<file path="src/hdl/cycle_timing_pkg.sv">
// shared types and timing constants for the instruction cycle timing block
package cycle_timing_pkg;

  localparam int unsigned CLK_PERIOD_NS = 40;
  localparam logic [2:0] CLKS_PER_BUS_CYCLE = 3'h4;
  localparam logic [7:0] MUL_BASE_CLKS = 8'h26;
  localparam logic [7:0] SDIV_MAX_CLKS = 8'h9e;
  localparam logic [7:0] UDIV_MAX_CLKS = 8'h8c;
  localparam logic [7:0] STATIC_BIT_EXTRA_CLKS = 8'h04;

  typedef enum logic [3:0] {
    MODE_DATA_REG, MODE_ADDR_REG, MODE_IND, MODE_POSTINC, MODE_PREDEC,
    MODE_DISP, MODE_INDEX, MODE_ABS_W, MODE_ABS_L, MODE_PC_DISP,
    MODE_PC_INDEX, MODE_IMM
  } ea_mode_t;

  typedef enum logic [1:0] {SIZE_BYTE, SIZE_WORD, SIZE_LONG} op_size_t;

  typedef enum logic [4:0] {
    OP_MOVE, OP_ADD, OP_SUB, OP_AND, OP_OR, OP_CMP, OP_EXCLUSIVE_OR,
    OP_SIGNED_DIVIDE, OP_UNSIGNED_DIVIDE, OP_SIGNED_MULTIPLY, OP_UNSIGNED_MULTIPLY,
    OP_ADD_IMMEDIATE, OP_SUBTRACT_IMMEDIATE, OP_AND_IMMEDIATE, OP_OR_IMMEDIATE,
    OP_XOR_IMMEDIATE, OP_COMPARE_IMMEDIATE, OP_ADD_QUICK, OP_SUBTRACT_QUICK,
    OP_LOAD_QUICK_CONSTANT, OP_CLEAR_OPERAND, OP_NEGATE, OP_NEGATE_WITH_EXTEND,
    OP_NOT, OP_SET_ON_CONDITION, OP_TEST_AND_SET_BYTE, OP_SHIFT_ROTATE,
    OP_BIT_CHANGE, OP_BIT_CLEAR, OP_BIT_SET, OP_BIT_TEST
  } op_class_t;

  // one instruction handed to the sequencer
  typedef struct packed {
    op_class_t op;
    op_size_t size;
    ea_mode_t src;
    ea_mode_t dst;
    logic to_memory;
    logic bit_static;
    logic cond_true;
    logic [5:0] shift_count;
    logic [15:0] source;
  } instr_t;

  // total clocks and bus reads and writes
  typedef struct packed {
    logic [7:0] clocks;
    logic [3:0] reads;
    logic [3:0] writes;
  } cost_t;

  typedef enum logic [1:0] {BUS_IDLE, BUS_READ, BUS_WRITE} bus_kind_t;

endpackage

</file>
<file path="src/hdl/ea_cost.sv">
// effective address calculation cost per mode and size
`timescale 1ns/100ps
`default_nettype none
module ea_cost
  import cycle_timing_pkg::*;
(
  input wire ea_mode_t mode,
  input wire logic is_long,
  output cost_t cost
);
  always_comb begin
    cost = '0;
    // index register width is not an input: same cost either way
    case (mode)
      MODE_IND, MODE_POSTINC: cost = is_long ? '{8'h08, 4'h2, 4'h0} : '{8'h04, 4'h1, 4'h0};
      MODE_PREDEC: cost = is_long ? '{8'h0a, 4'h2, 4'h0} : '{8'h06, 4'h1, 4'h0};
      MODE_DISP, MODE_ABS_W, MODE_PC_DISP:
        cost = is_long ? '{8'h0c, 4'h3, 4'h0} : '{8'h08, 4'h2, 4'h0};
      MODE_INDEX, MODE_PC_INDEX: cost = is_long ? '{8'h0e, 4'h3, 4'h0} : '{8'h0a, 4'h2, 4'h0};
      MODE_ABS_L: cost = is_long ? '{8'h10, 4'h4, 4'h0} : '{8'h0c, 4'h3, 4'h0};
      MODE_IMM: cost = is_long ? '{8'h08, 4'h2, 4'h0} : '{8'h04, 4'h1, 4'h0};
      default: cost = '0;
    endcase
  end
endmodule
`default_nettype wire

</file>
<file path="src/hdl/cycle_timing.sv">
// instruction cycle sequencer for a 16-bit bus core
// Operation
// - bus cycles are four clocks, wait extends
// - totals count clocks, reads, writes; rest idle
// - byte/word moves include fetch, reads, writes
// - address register source refused at byte size only
// - long moves write destination twice
// - index register width never changes time
// - marked entries add effective address cost
// - two-operand ops include store and prefetch
// - long add/sub/or base eight if register/immediate
// - divide worst 158 signed, 140 unsigned
// - multiply takes 38 plus twice n
// - unsigned multiply n counts source ones
// - signed multiply n counts bit transitions
// - exclusive-or to register: data source only
// - immediate forms include immediate word fetch
// - single-operand and test-and-set clocks
// - register shifts take base plus twice count
// - memory shifts word only, 8 clocks
// - bit ops dynamic and static timing
// - bit register maxima for data register only
`timescale 1ns/100ps
`default_nettype none
module cycle_timing
  import cycle_timing_pkg::*;
(
  input wire logic clk,
  input wire logic rst,
  input wire logic clk_en,
  input wire logic start,
  input wire instr_t instr,
  input wire logic bus_wait,
  output logic ready,
  output logic illegal,
  output logic done,
  output cost_t cost_q,
  output bus_kind_t bus_kind_q,
  output logic [15:0] elapsed_q
);
  typedef enum logic [1:0] {ST_IDLE, ST_BUS, ST_INTERNAL} state_t;

  state_t state_q;
  cost_t base, ea, total, latched_q;
  logic [4:0] mul_n;
  logic [16:0] mul_ext;
  logic [15:0] trans;
  logic is_long, add_ea, bad;
  logic [3:0] reads_left_q, writes_left_q;
  logic [7:0] idle_left_q;
  logic [1:0] phase_q;
  logic done_q, illegal_q;
  ea_mode_t ea_sel;

  assign is_long = (instr.size == SIZE_LONG);
  assign mul_ext = {instr.source, 1'b0};

  // per bit transition detection for the signed multiply count
  genvar gi;
  generate
    for (gi = 0; gi < 16; gi++) begin : g_trans
      assign trans[gi] = mul_ext[gi+1] ^ mul_ext[gi];
    end
  endgenerate

  always_comb begin
    mul_n = '0;
    for (int i = 0; i < 16; i++) begin
      if (instr.op == OP_UNSIGNED_MULTIPLY) begin
        mul_n = mul_n + {4'h0, instr.source[i]};
      end else begin
        mul_n = mul_n + {4'h0, trans[i]};
      end
    end
  end

  // memory destination of two-operand forms takes the ea cost of the destination
  assign ea_sel = (instr.op == OP_MOVE) ? instr.src :
                  (instr.to_memory ? instr.dst : instr.src);

  ea_cost u_ea (
    .mode(ea_sel),
    .is_long(is_long),
    .cost(ea)
  );

  always_comb begin
    base = '{8'h04, 4'h1, 4'h0};
    add_ea = 1'b1;
    bad = 1'b0;
    case (instr.op)
      OP_MOVE: begin
        add_ea = 1'b0;
        bad = (instr.src == MODE_ADDR_REG) && (instr.size == SIZE_BYTE);
        base = ea;
        base.clocks = base.clocks + 8'h04;
        base.reads = base.reads + 4'h1;
        if (!(instr.dst inside {MODE_DATA_REG, MODE_ADDR_REG})) begin
          base.writes = is_long ? 4'h2 : 4'h1;
          base.clocks = base.clocks + (is_long ? 8'h08 : 8'h04);
          case (instr.dst)
            MODE_DISP, MODE_ABS_W: begin
              base.clocks = base.clocks + 8'h04;
              base.reads = base.reads + 4'h1;
            end
            MODE_INDEX: begin
              base.clocks = base.clocks + 8'h06;
              base.reads = base.reads + 4'h1;
            end
            MODE_ABS_L: begin
              base.clocks = base.clocks + 8'h08;
              base.reads = base.reads + 4'h2;
            end
            default: ;
          endcase
        end
      end
      OP_ADD, OP_SUB, OP_AND, OP_OR, OP_CMP: begin
        if (instr.to_memory && instr.op != OP_CMP) begin
          base = is_long ? '{8'h0c, 4'h1, 4'h2} : '{8'h08, 4'h1, 4'h1};
        end else if (instr.dst == MODE_ADDR_REG) begin
          bad = (instr.size == SIZE_BYTE) || (instr.op == OP_AND) || (instr.op == OP_OR);
          base.clocks = (instr.op == OP_CMP || is_long) ? 8'h06 : 8'h08;
          if (is_long && instr.op != OP_CMP &&
              instr.src inside {MODE_DATA_REG, MODE_ADDR_REG, MODE_IMM}) begin
            base.clocks = 8'h08;
          end
        end else if (is_long) begin
          base.clocks = 8'h06;
          if (instr.op != OP_CMP &&
              instr.src inside {MODE_DATA_REG, MODE_ADDR_REG, MODE_IMM}) begin
            base.clocks = 8'h08;
          end
        end
      end
      OP_EXCLUSIVE_OR: begin
        if (instr.to_memory) begin
          base = is_long ? '{8'h0c, 4'h1, 4'h2} : '{8'h08, 4'h1, 4'h1};
        end else begin
          add_ea = 1'b0;
          bad = (instr.src != MODE_DATA_REG);
          base.clocks = is_long ? 8'h08 : 8'h04;
        end
      end
      OP_SIGNED_DIVIDE: base.clocks = SDIV_MAX_CLKS;
      OP_UNSIGNED_DIVIDE: base.clocks = UDIV_MAX_CLKS;
      OP_SIGNED_MULTIPLY, OP_UNSIGNED_MULTIPLY:
        base.clocks = MUL_BASE_CLKS + {2'b00, mul_n, 1'b0};
      OP_ADD_IMMEDIATE, OP_SUBTRACT_IMMEDIATE, OP_OR_IMMEDIATE, OP_XOR_IMMEDIATE,
      OP_AND_IMMEDIATE, OP_COMPARE_IMMEDIATE: begin
        add_ea = instr.to_memory;
        if (!instr.to_memory) begin
          base = is_long ? '{8'h10, 4'h3, 4'h0} : '{8'h08, 4'h2, 4'h0};
          if (is_long && instr.op inside {OP_AND_IMMEDIATE, OP_COMPARE_IMMEDIATE}) begin
            base.clocks = 8'h0e;
          end
        end else if (instr.op == OP_COMPARE_IMMEDIATE) begin
          base = is_long ? '{8'h0c, 4'h3, 4'h0} : '{8'h08, 4'h2, 4'h0};
        end else begin
          base = is_long ? '{8'h14, 4'h3, 4'h2} : '{8'h0c, 4'h2, 4'h1};
        end
      end
      OP_ADD_QUICK, OP_SUBTRACT_QUICK: begin
        add_ea = instr.to_memory;
        if (instr.to_memory) begin
          base = is_long ? '{8'h0c, 4'h1, 4'h2} : '{8'h08, 4'h1, 4'h1};
        end else if (is_long || (instr.dst == MODE_ADDR_REG && instr.op == OP_SUBTRACT_QUICK)) begin
          base.clocks = 8'h08;
        end
      end
      OP_LOAD_QUICK_CONSTANT: add_ea = 1'b0;
      OP_CLEAR_OPERAND, OP_NEGATE, OP_NEGATE_WITH_EXTEND, OP_NOT: begin
        add_ea = instr.to_memory;
        if (instr.to_memory) begin
          base = is_long ? '{8'h0c, 4'h1, 4'h2} : '{8'h08, 4'h1, 4'h1};
        end else begin
          base.clocks = is_long ? 8'h06 : 8'h04;
        end
      end
      OP_SET_ON_CONDITION: begin
        add_ea = instr.to_memory;
        if (instr.to_memory) begin
          base = '{8'h08, 4'h1, 4'h1};
        end else begin
          base.clocks = instr.cond_true ? 8'h06 : 8'h04;
        end
      end
      OP_TEST_AND_SET_BYTE: begin
        add_ea = instr.to_memory;
        bad = (instr.size != SIZE_BYTE);
        if (instr.to_memory) begin
          base = '{8'h0e, 4'h2, 4'h1};
        end
      end
      OP_SHIFT_ROTATE: begin
        add_ea = instr.to_memory;
        if (instr.to_memory) begin
          bad = (instr.size != SIZE_WORD);
          base = '{8'h08, 4'h1, 4'h1};
        end else begin
          base.clocks = (is_long ? 8'h08 : 8'h06) + {1'b0, instr.shift_count, 1'b0};
        end
      end
      OP_BIT_CHANGE, OP_BIT_CLEAR, OP_BIT_SET, OP_BIT_TEST: begin
        add_ea = instr.to_memory;
        if (instr.to_memory) begin
          base = (instr.op == OP_BIT_TEST) ? '{8'h04, 4'h1, 4'h0} : '{8'h08, 4'h1, 4'h1};
        end else begin
          bad = (instr.dst != MODE_DATA_REG);
          case (instr.op)
            OP_BIT_CLEAR: base.clocks = 8'h0a;
            OP_BIT_TEST: base.clocks = 8'h06;
            default: base.clocks = 8'h08;
          endcase
        end
        if (instr.bit_static) begin
          base.clocks = base.clocks + STATIC_BIT_EXTRA_CLKS;
          base.reads = base.reads + 4'h1;
        end
      end
      default: ;
    endcase
  end

  always_comb begin
    total = base;
    if (add_ea) begin
      total.clocks = base.clocks + ea.clocks;
      total.reads = base.reads + ea.reads;
      total.writes = base.writes + ea.writes;
    end
  end

  assign ready = (state_q == ST_IDLE);
  assign illegal = illegal_q;
  assign done = done_q;
  assign cost_q = latched_q;

  // sequencing: reads, then writes, then idle clocks; each bus cycle is four clocks, held at its last clock while bus_wait
  always_ff @(posedge clk) begin
    if (rst) begin
      state_q <= ST_IDLE;
      latched_q <= '0;
      reads_left_q <= '0;
      writes_left_q <= '0;
      idle_left_q <= '0;
      phase_q <= '0;
    end else if (clk_en) begin
      case (state_q)
        ST_IDLE: begin
          if (start && !bad) begin
            latched_q <= total;
            reads_left_q <= total.reads;
            writes_left_q <= total.writes;
            idle_left_q <= total.clocks - {2'b00, total.reads + total.writes, 2'b00};
            phase_q <= '0;
            state_q <= (total.reads + total.writes != 4'h0) ? ST_BUS : ST_INTERNAL;
          end
        end
        ST_BUS: begin
          if (!(phase_q == 2'h3 && bus_wait)) begin
            phase_q <= phase_q + 2'h1;
            if (phase_q == 2'(CLKS_PER_BUS_CYCLE - 3'h1)) begin
              if (reads_left_q != 4'h0) begin
                reads_left_q <= reads_left_q - 4'h1;
              end else begin
                writes_left_q <= writes_left_q - 4'h1;
              end
              if (reads_left_q + writes_left_q == 4'h1) begin
                state_q <= (idle_left_q != 8'h00) ? ST_INTERNAL : ST_IDLE;
              end
            end
          end
        end
        ST_INTERNAL: begin
          idle_left_q <= idle_left_q - 8'h01;
          if (idle_left_q <= 8'h01) begin
            state_q <= ST_IDLE;
          end
        end
        default: state_q <= ST_IDLE;
      endcase
    end
  end

  always_ff @(posedge clk) begin
    if (rst) begin
      bus_kind_q <= BUS_IDLE;
    end else if (clk_en) begin
      if (state_q == ST_IDLE && start && !bad && total.reads != 4'h0) begin
        bus_kind_q <= BUS_READ;
      end else if (state_q == ST_IDLE && start && !bad && total.writes != 4'h0) begin
        bus_kind_q <= BUS_WRITE;
      end else if (state_q == ST_BUS && phase_q == 2'h3 && !bus_wait) begin
        if (reads_left_q > 4'h1) begin
          bus_kind_q <= BUS_READ;
        end else if (reads_left_q == 4'h1 && writes_left_q != 4'h0) begin
          bus_kind_q <= BUS_WRITE;
        end else if (reads_left_q == 4'h0 && writes_left_q > 4'h1) begin
          bus_kind_q <= BUS_WRITE;
        end else begin
          bus_kind_q <= BUS_IDLE;
        end
      end else if (state_q == ST_IDLE) begin
        bus_kind_q <= BUS_IDLE;
      end
    end
  end

  // elapsed clocks including wait states
  always_ff @(posedge clk) begin
    if (rst) begin
      elapsed_q <= '0;
    end else if (clk_en) begin
      if (state_q == ST_IDLE && start && !bad) begin
        elapsed_q <= 16'h0000;
      end else if (state_q != ST_IDLE) begin
        elapsed_q <= elapsed_q + 16'h0001;
      end
    end
  end

  always_ff @(posedge clk) begin
    if (rst) begin
      done_q <= 1'b0;
      illegal_q <= 1'b0;
    end else if (clk_en) begin
      illegal_q <= (state_q == ST_IDLE) && start && bad;
      done_q <= ((state_q == ST_INTERNAL) && idle_left_q <= 8'h01) ||
                ((state_q == ST_BUS) && phase_q == 2'h3 && !bus_wait &&
                 reads_left_q + writes_left_q == 4'h1 && idle_left_q == 8'h00);
    end
  end
endmodule
`default_nettype wire

</file>
<file path="config.mk">
export PLATFORM = sky130hd
export DESIGN_NAME = cycle_timing
export DESIGN_NICKNAME = d
export VERILOG_FILES = /design/src/hdl/cycle_timing_pkg.sv /design/src/hdl/ea_cost.sv /design/src/hdl/cycle_timing.sv
export SDC_FILE = /design/constraint.sdc
export NUM_CORES = 1
export LEC_CHECK = 0
export ABC_AREA = 1
export BUFFER_PORTS_ARGS = -buffer_cell sky130_fd_sc_hd__buf_2
export CAP_MARGIN = 20
export CORE_ASPECT_RATIO = 0.9
export CORE_UTILIZATION = 50
export CTS_BUF_LIST = sky130_fd_sc_hd__clkbuf_4 sky130_fd_sc_hd__clkbuf_8 sky130_fd_sc_hd__clkbuf_16
export DETAILED_ROUTE_END_ITERATION = 8
export PLACE_DENSITY_LB_ADDON = 0.1
export SYNTH_ARGS = -nofsm -noshare
export SYNTH_HDL_FRONTEND = slang
export SYNTH_HIERARCHICAL = 1
export SYNTH_SLANG_ARGS = --single-unit
</file>
<file path="constraint.sdc">
create_clock -name clk -period 13 [get_ports clk]
set_input_delay 1.95 -clock clk [delete_from_list [all_inputs] [get_ports clk]]
set_output_delay 1.95 -clock clk [all_outputs]
set_load 0.02 [all_outputs]
</file>
==> impl_metrics.toml <==
[run_status]
outcome = "complete, no violations"

[logic_synthesis]
syn-cell-area_sq_um = 7750
netlist_instances = 1214
synth_common_cells = "nand2_1, inv_1, nor2_1"
synth_edf_count = 0
synth_area_leaders = "dfxtp_1, ha_1, nand2_1, inv_1, nor2_1"
ys_types = 66
netlist.area_leader.share = 0.145
synth-async-reset-ratio = 0
ys_warn_count = 6
synth-main-ff-cell = "dfxtp_1"
yosysTopAreaCell = "dfxtp_1"
ys_ff_latch = 56
syn_area_per_cell_sq_um = 6.38
yosys.cell_count.top_type = "nand2_1"
ys_seq_area_frac = 0.145

[detailed_routing]
dr_total_vias = 7700
viasPerCell = 5.20
drc = 0
drt_iter0_drc = 428
wl_per_cell_um = 12.5
dr.pass1.iters = 5
antenna_left = 0
wl_um = 18500

[grt]
grt_pass1_wl_um = 31800
grt_max_degree = 27
antenna_found_initial = 0
grt_pass1_vias = 6827
overflow = 0
grt_util_all_layers = 0.240

[layout]
n_antenna_cell = 0
final_nets = 1418
final_cell_count_no_fill = 1482
syn2layout_area_growth_pct = 9.02
drive_gt1_frac = 0.151

[critical_path]
max_stage_delay_ns = 0.48
crit_top_cell = "ha_1"
path_class = "input pin to flop"
cp.required_ns = 13.19
crit_arrival_ns = 11.45
critPathLaunchType = "input pin"
crit_fanout = 15
cp_slowest_cell = "fa_1"
crit_path_end_kind = "flop"

[clock_network]
insertion_delay_ns = 0.30
cts_resized = 0
cts_buffers = 5
tritoncts = "yes"
cts_setup_buffers = 0
htree_num_levels = 2
path_clk_slew_ns = 0.07
ctsRootBufferMaster = "clkbuf_16"
cts_buffer_depth = 2
cts_sinks = 56
cts_hold_buf = 0

[floorplanning]
top_level_ports = 82
die_area_sq_um = 16000
die-height_um = 120
coreArea_sq_um = 14900
die_w_um = 133
start_util = 0.519
fp-row-count = 42

[timing]
worst_pin_slew_ns = 0.882
fin_crit_ns = 11.26
timing.hold.ws_ns = 0.449
fin_tns_setup_ns = 0
setup_viol_count_final = 0
slew_headroom = 0.397
skew_ns = 0.00779
hold_viol = 0
rsz0062_at_grt = "no"
fmax_mhz = 88.8
fin_crit_sh = 0.866
slew_viol_final = 0

[power]
power_mw = 1.85
power_density_nw_per_um2 = 219
cellLeakagePower_nw = 4.35
peakVddDrop_mv = 0.146

[hold_path]
hp-class = "flop to flop"

[job]
drv_cap = 0

[placement]
placedCellCount = 1475
dp_hpwl_um = 15300
port_buffers = 81
gp_congestion = 0.915
==> power breakdown <==
group	switching (mW)	internal, mW
sequential	0.0260	0.201
clock	0.0614	0.109
combinational	0.903	0.547
total	0.991	0.858
==> path summary, 6_finish.rpt <==
path / start / endpoint / slack, ns / depth (start not counted)
min: cost_q[15] / cost_q[15] / 0.45 / 2
max reg2reg: reads_left_q[0] / cost_q[13] / 10.01 / 13
min reg2reg: cost_q[15] / cost_q[15] / 0.45 / 2
max: instr[38] / idle_left_q[7] / 1.74 / 46
==> kinds of logic after synthesis <==
family / synth area share
AND/OR/NAND/NOR: 0.350
flip-flops: 0.145
buffers and inverters: 0.128
XOR/XNOR: 0.0507
AO/OA/AOI/OAI: 0.174
other: 0.000484
adder cells (fa/ha/maj): 0.152
==> flip-flops by register name (all words and copies together) (netlist names) <==
register and flops:
done 1, illegal 1, cost_q 16, phase_q 2, state_q 2, elapsed_q 16, bus_kind_q 2, idle_left_q 8
reads_left_q 4, writes_left_q 4
==> routing by layer <==
layer  GRT usage  part of all wire
met5           0                 0
met4      0.0320            0.0092
met3      0.0270             0.047
met2       0.387              0.43
met1       0.348              0.51
==> placed cells by master, fill, tap and decap left out, types with 3 or more instances in the layout <==
cell type / n
xnor2_1: 15
conb_1: 9
fa_1: 9
ha_1: 80
o21ai_0: 77
nand4_1: 9
nand2_4: 11
nor2_4: 3
nand3_1: 72
o31ai_1: 4
nor2_2: 11
a221oi_1: 4
inv_2: 11
nor3_1: 24
o21ai_1: 17
dfxtp_1: 56
o2111ai_1: 4
inv_1: 200
nor2_1: 110
nor4_1: 3
a31oi_1: 8
a22o_1: 5
clkbuf_16: 5
or2_2: 3
o22ai_1: 4
buf_2: 81
o211ai_1: 10
a21oi_1: 65
o311ai_0: 3
nand3_2: 16
a211oi_1: 7
nand3_4: 5
nand2_1: 240
xor2_1: 28
nand3b_1: 6
nand2_2: 29
==> layout make-up <==
type | instances | area (sq um)
fillers | 1519 | 6470
multi-input cells | 924 | 5670
flip-flops and latches | 56 | 1120
inverters | 215 | 816
repair buffers | 82 | 413
well taps | 198 | 248
clock buffers | 5 | 125
clock inverters | 2 | 60.1
==> worst max-delay path: cells and delay by family <==
kind | cells | cell delay, ns
simple gates | 13 | 2.09
fa+ha+maj | 18 | 5.64
compound gates | 7 | 0.98
buf+inv | 6 | 0.44
xor+xnor | 2 | 0.32
==> through the flow <==
stage	instance area, sq um	setup WS [ns]	util
finish	8450	1.74	0.566
global route	8450	0.885	0.566
CTS	8450	1.76	0.566
detailed placement	8260	1.43	0.554
global placement	8260	1.59	0.554
floorplan	7780	2.33	-
(Power assumes the default switching activity.)
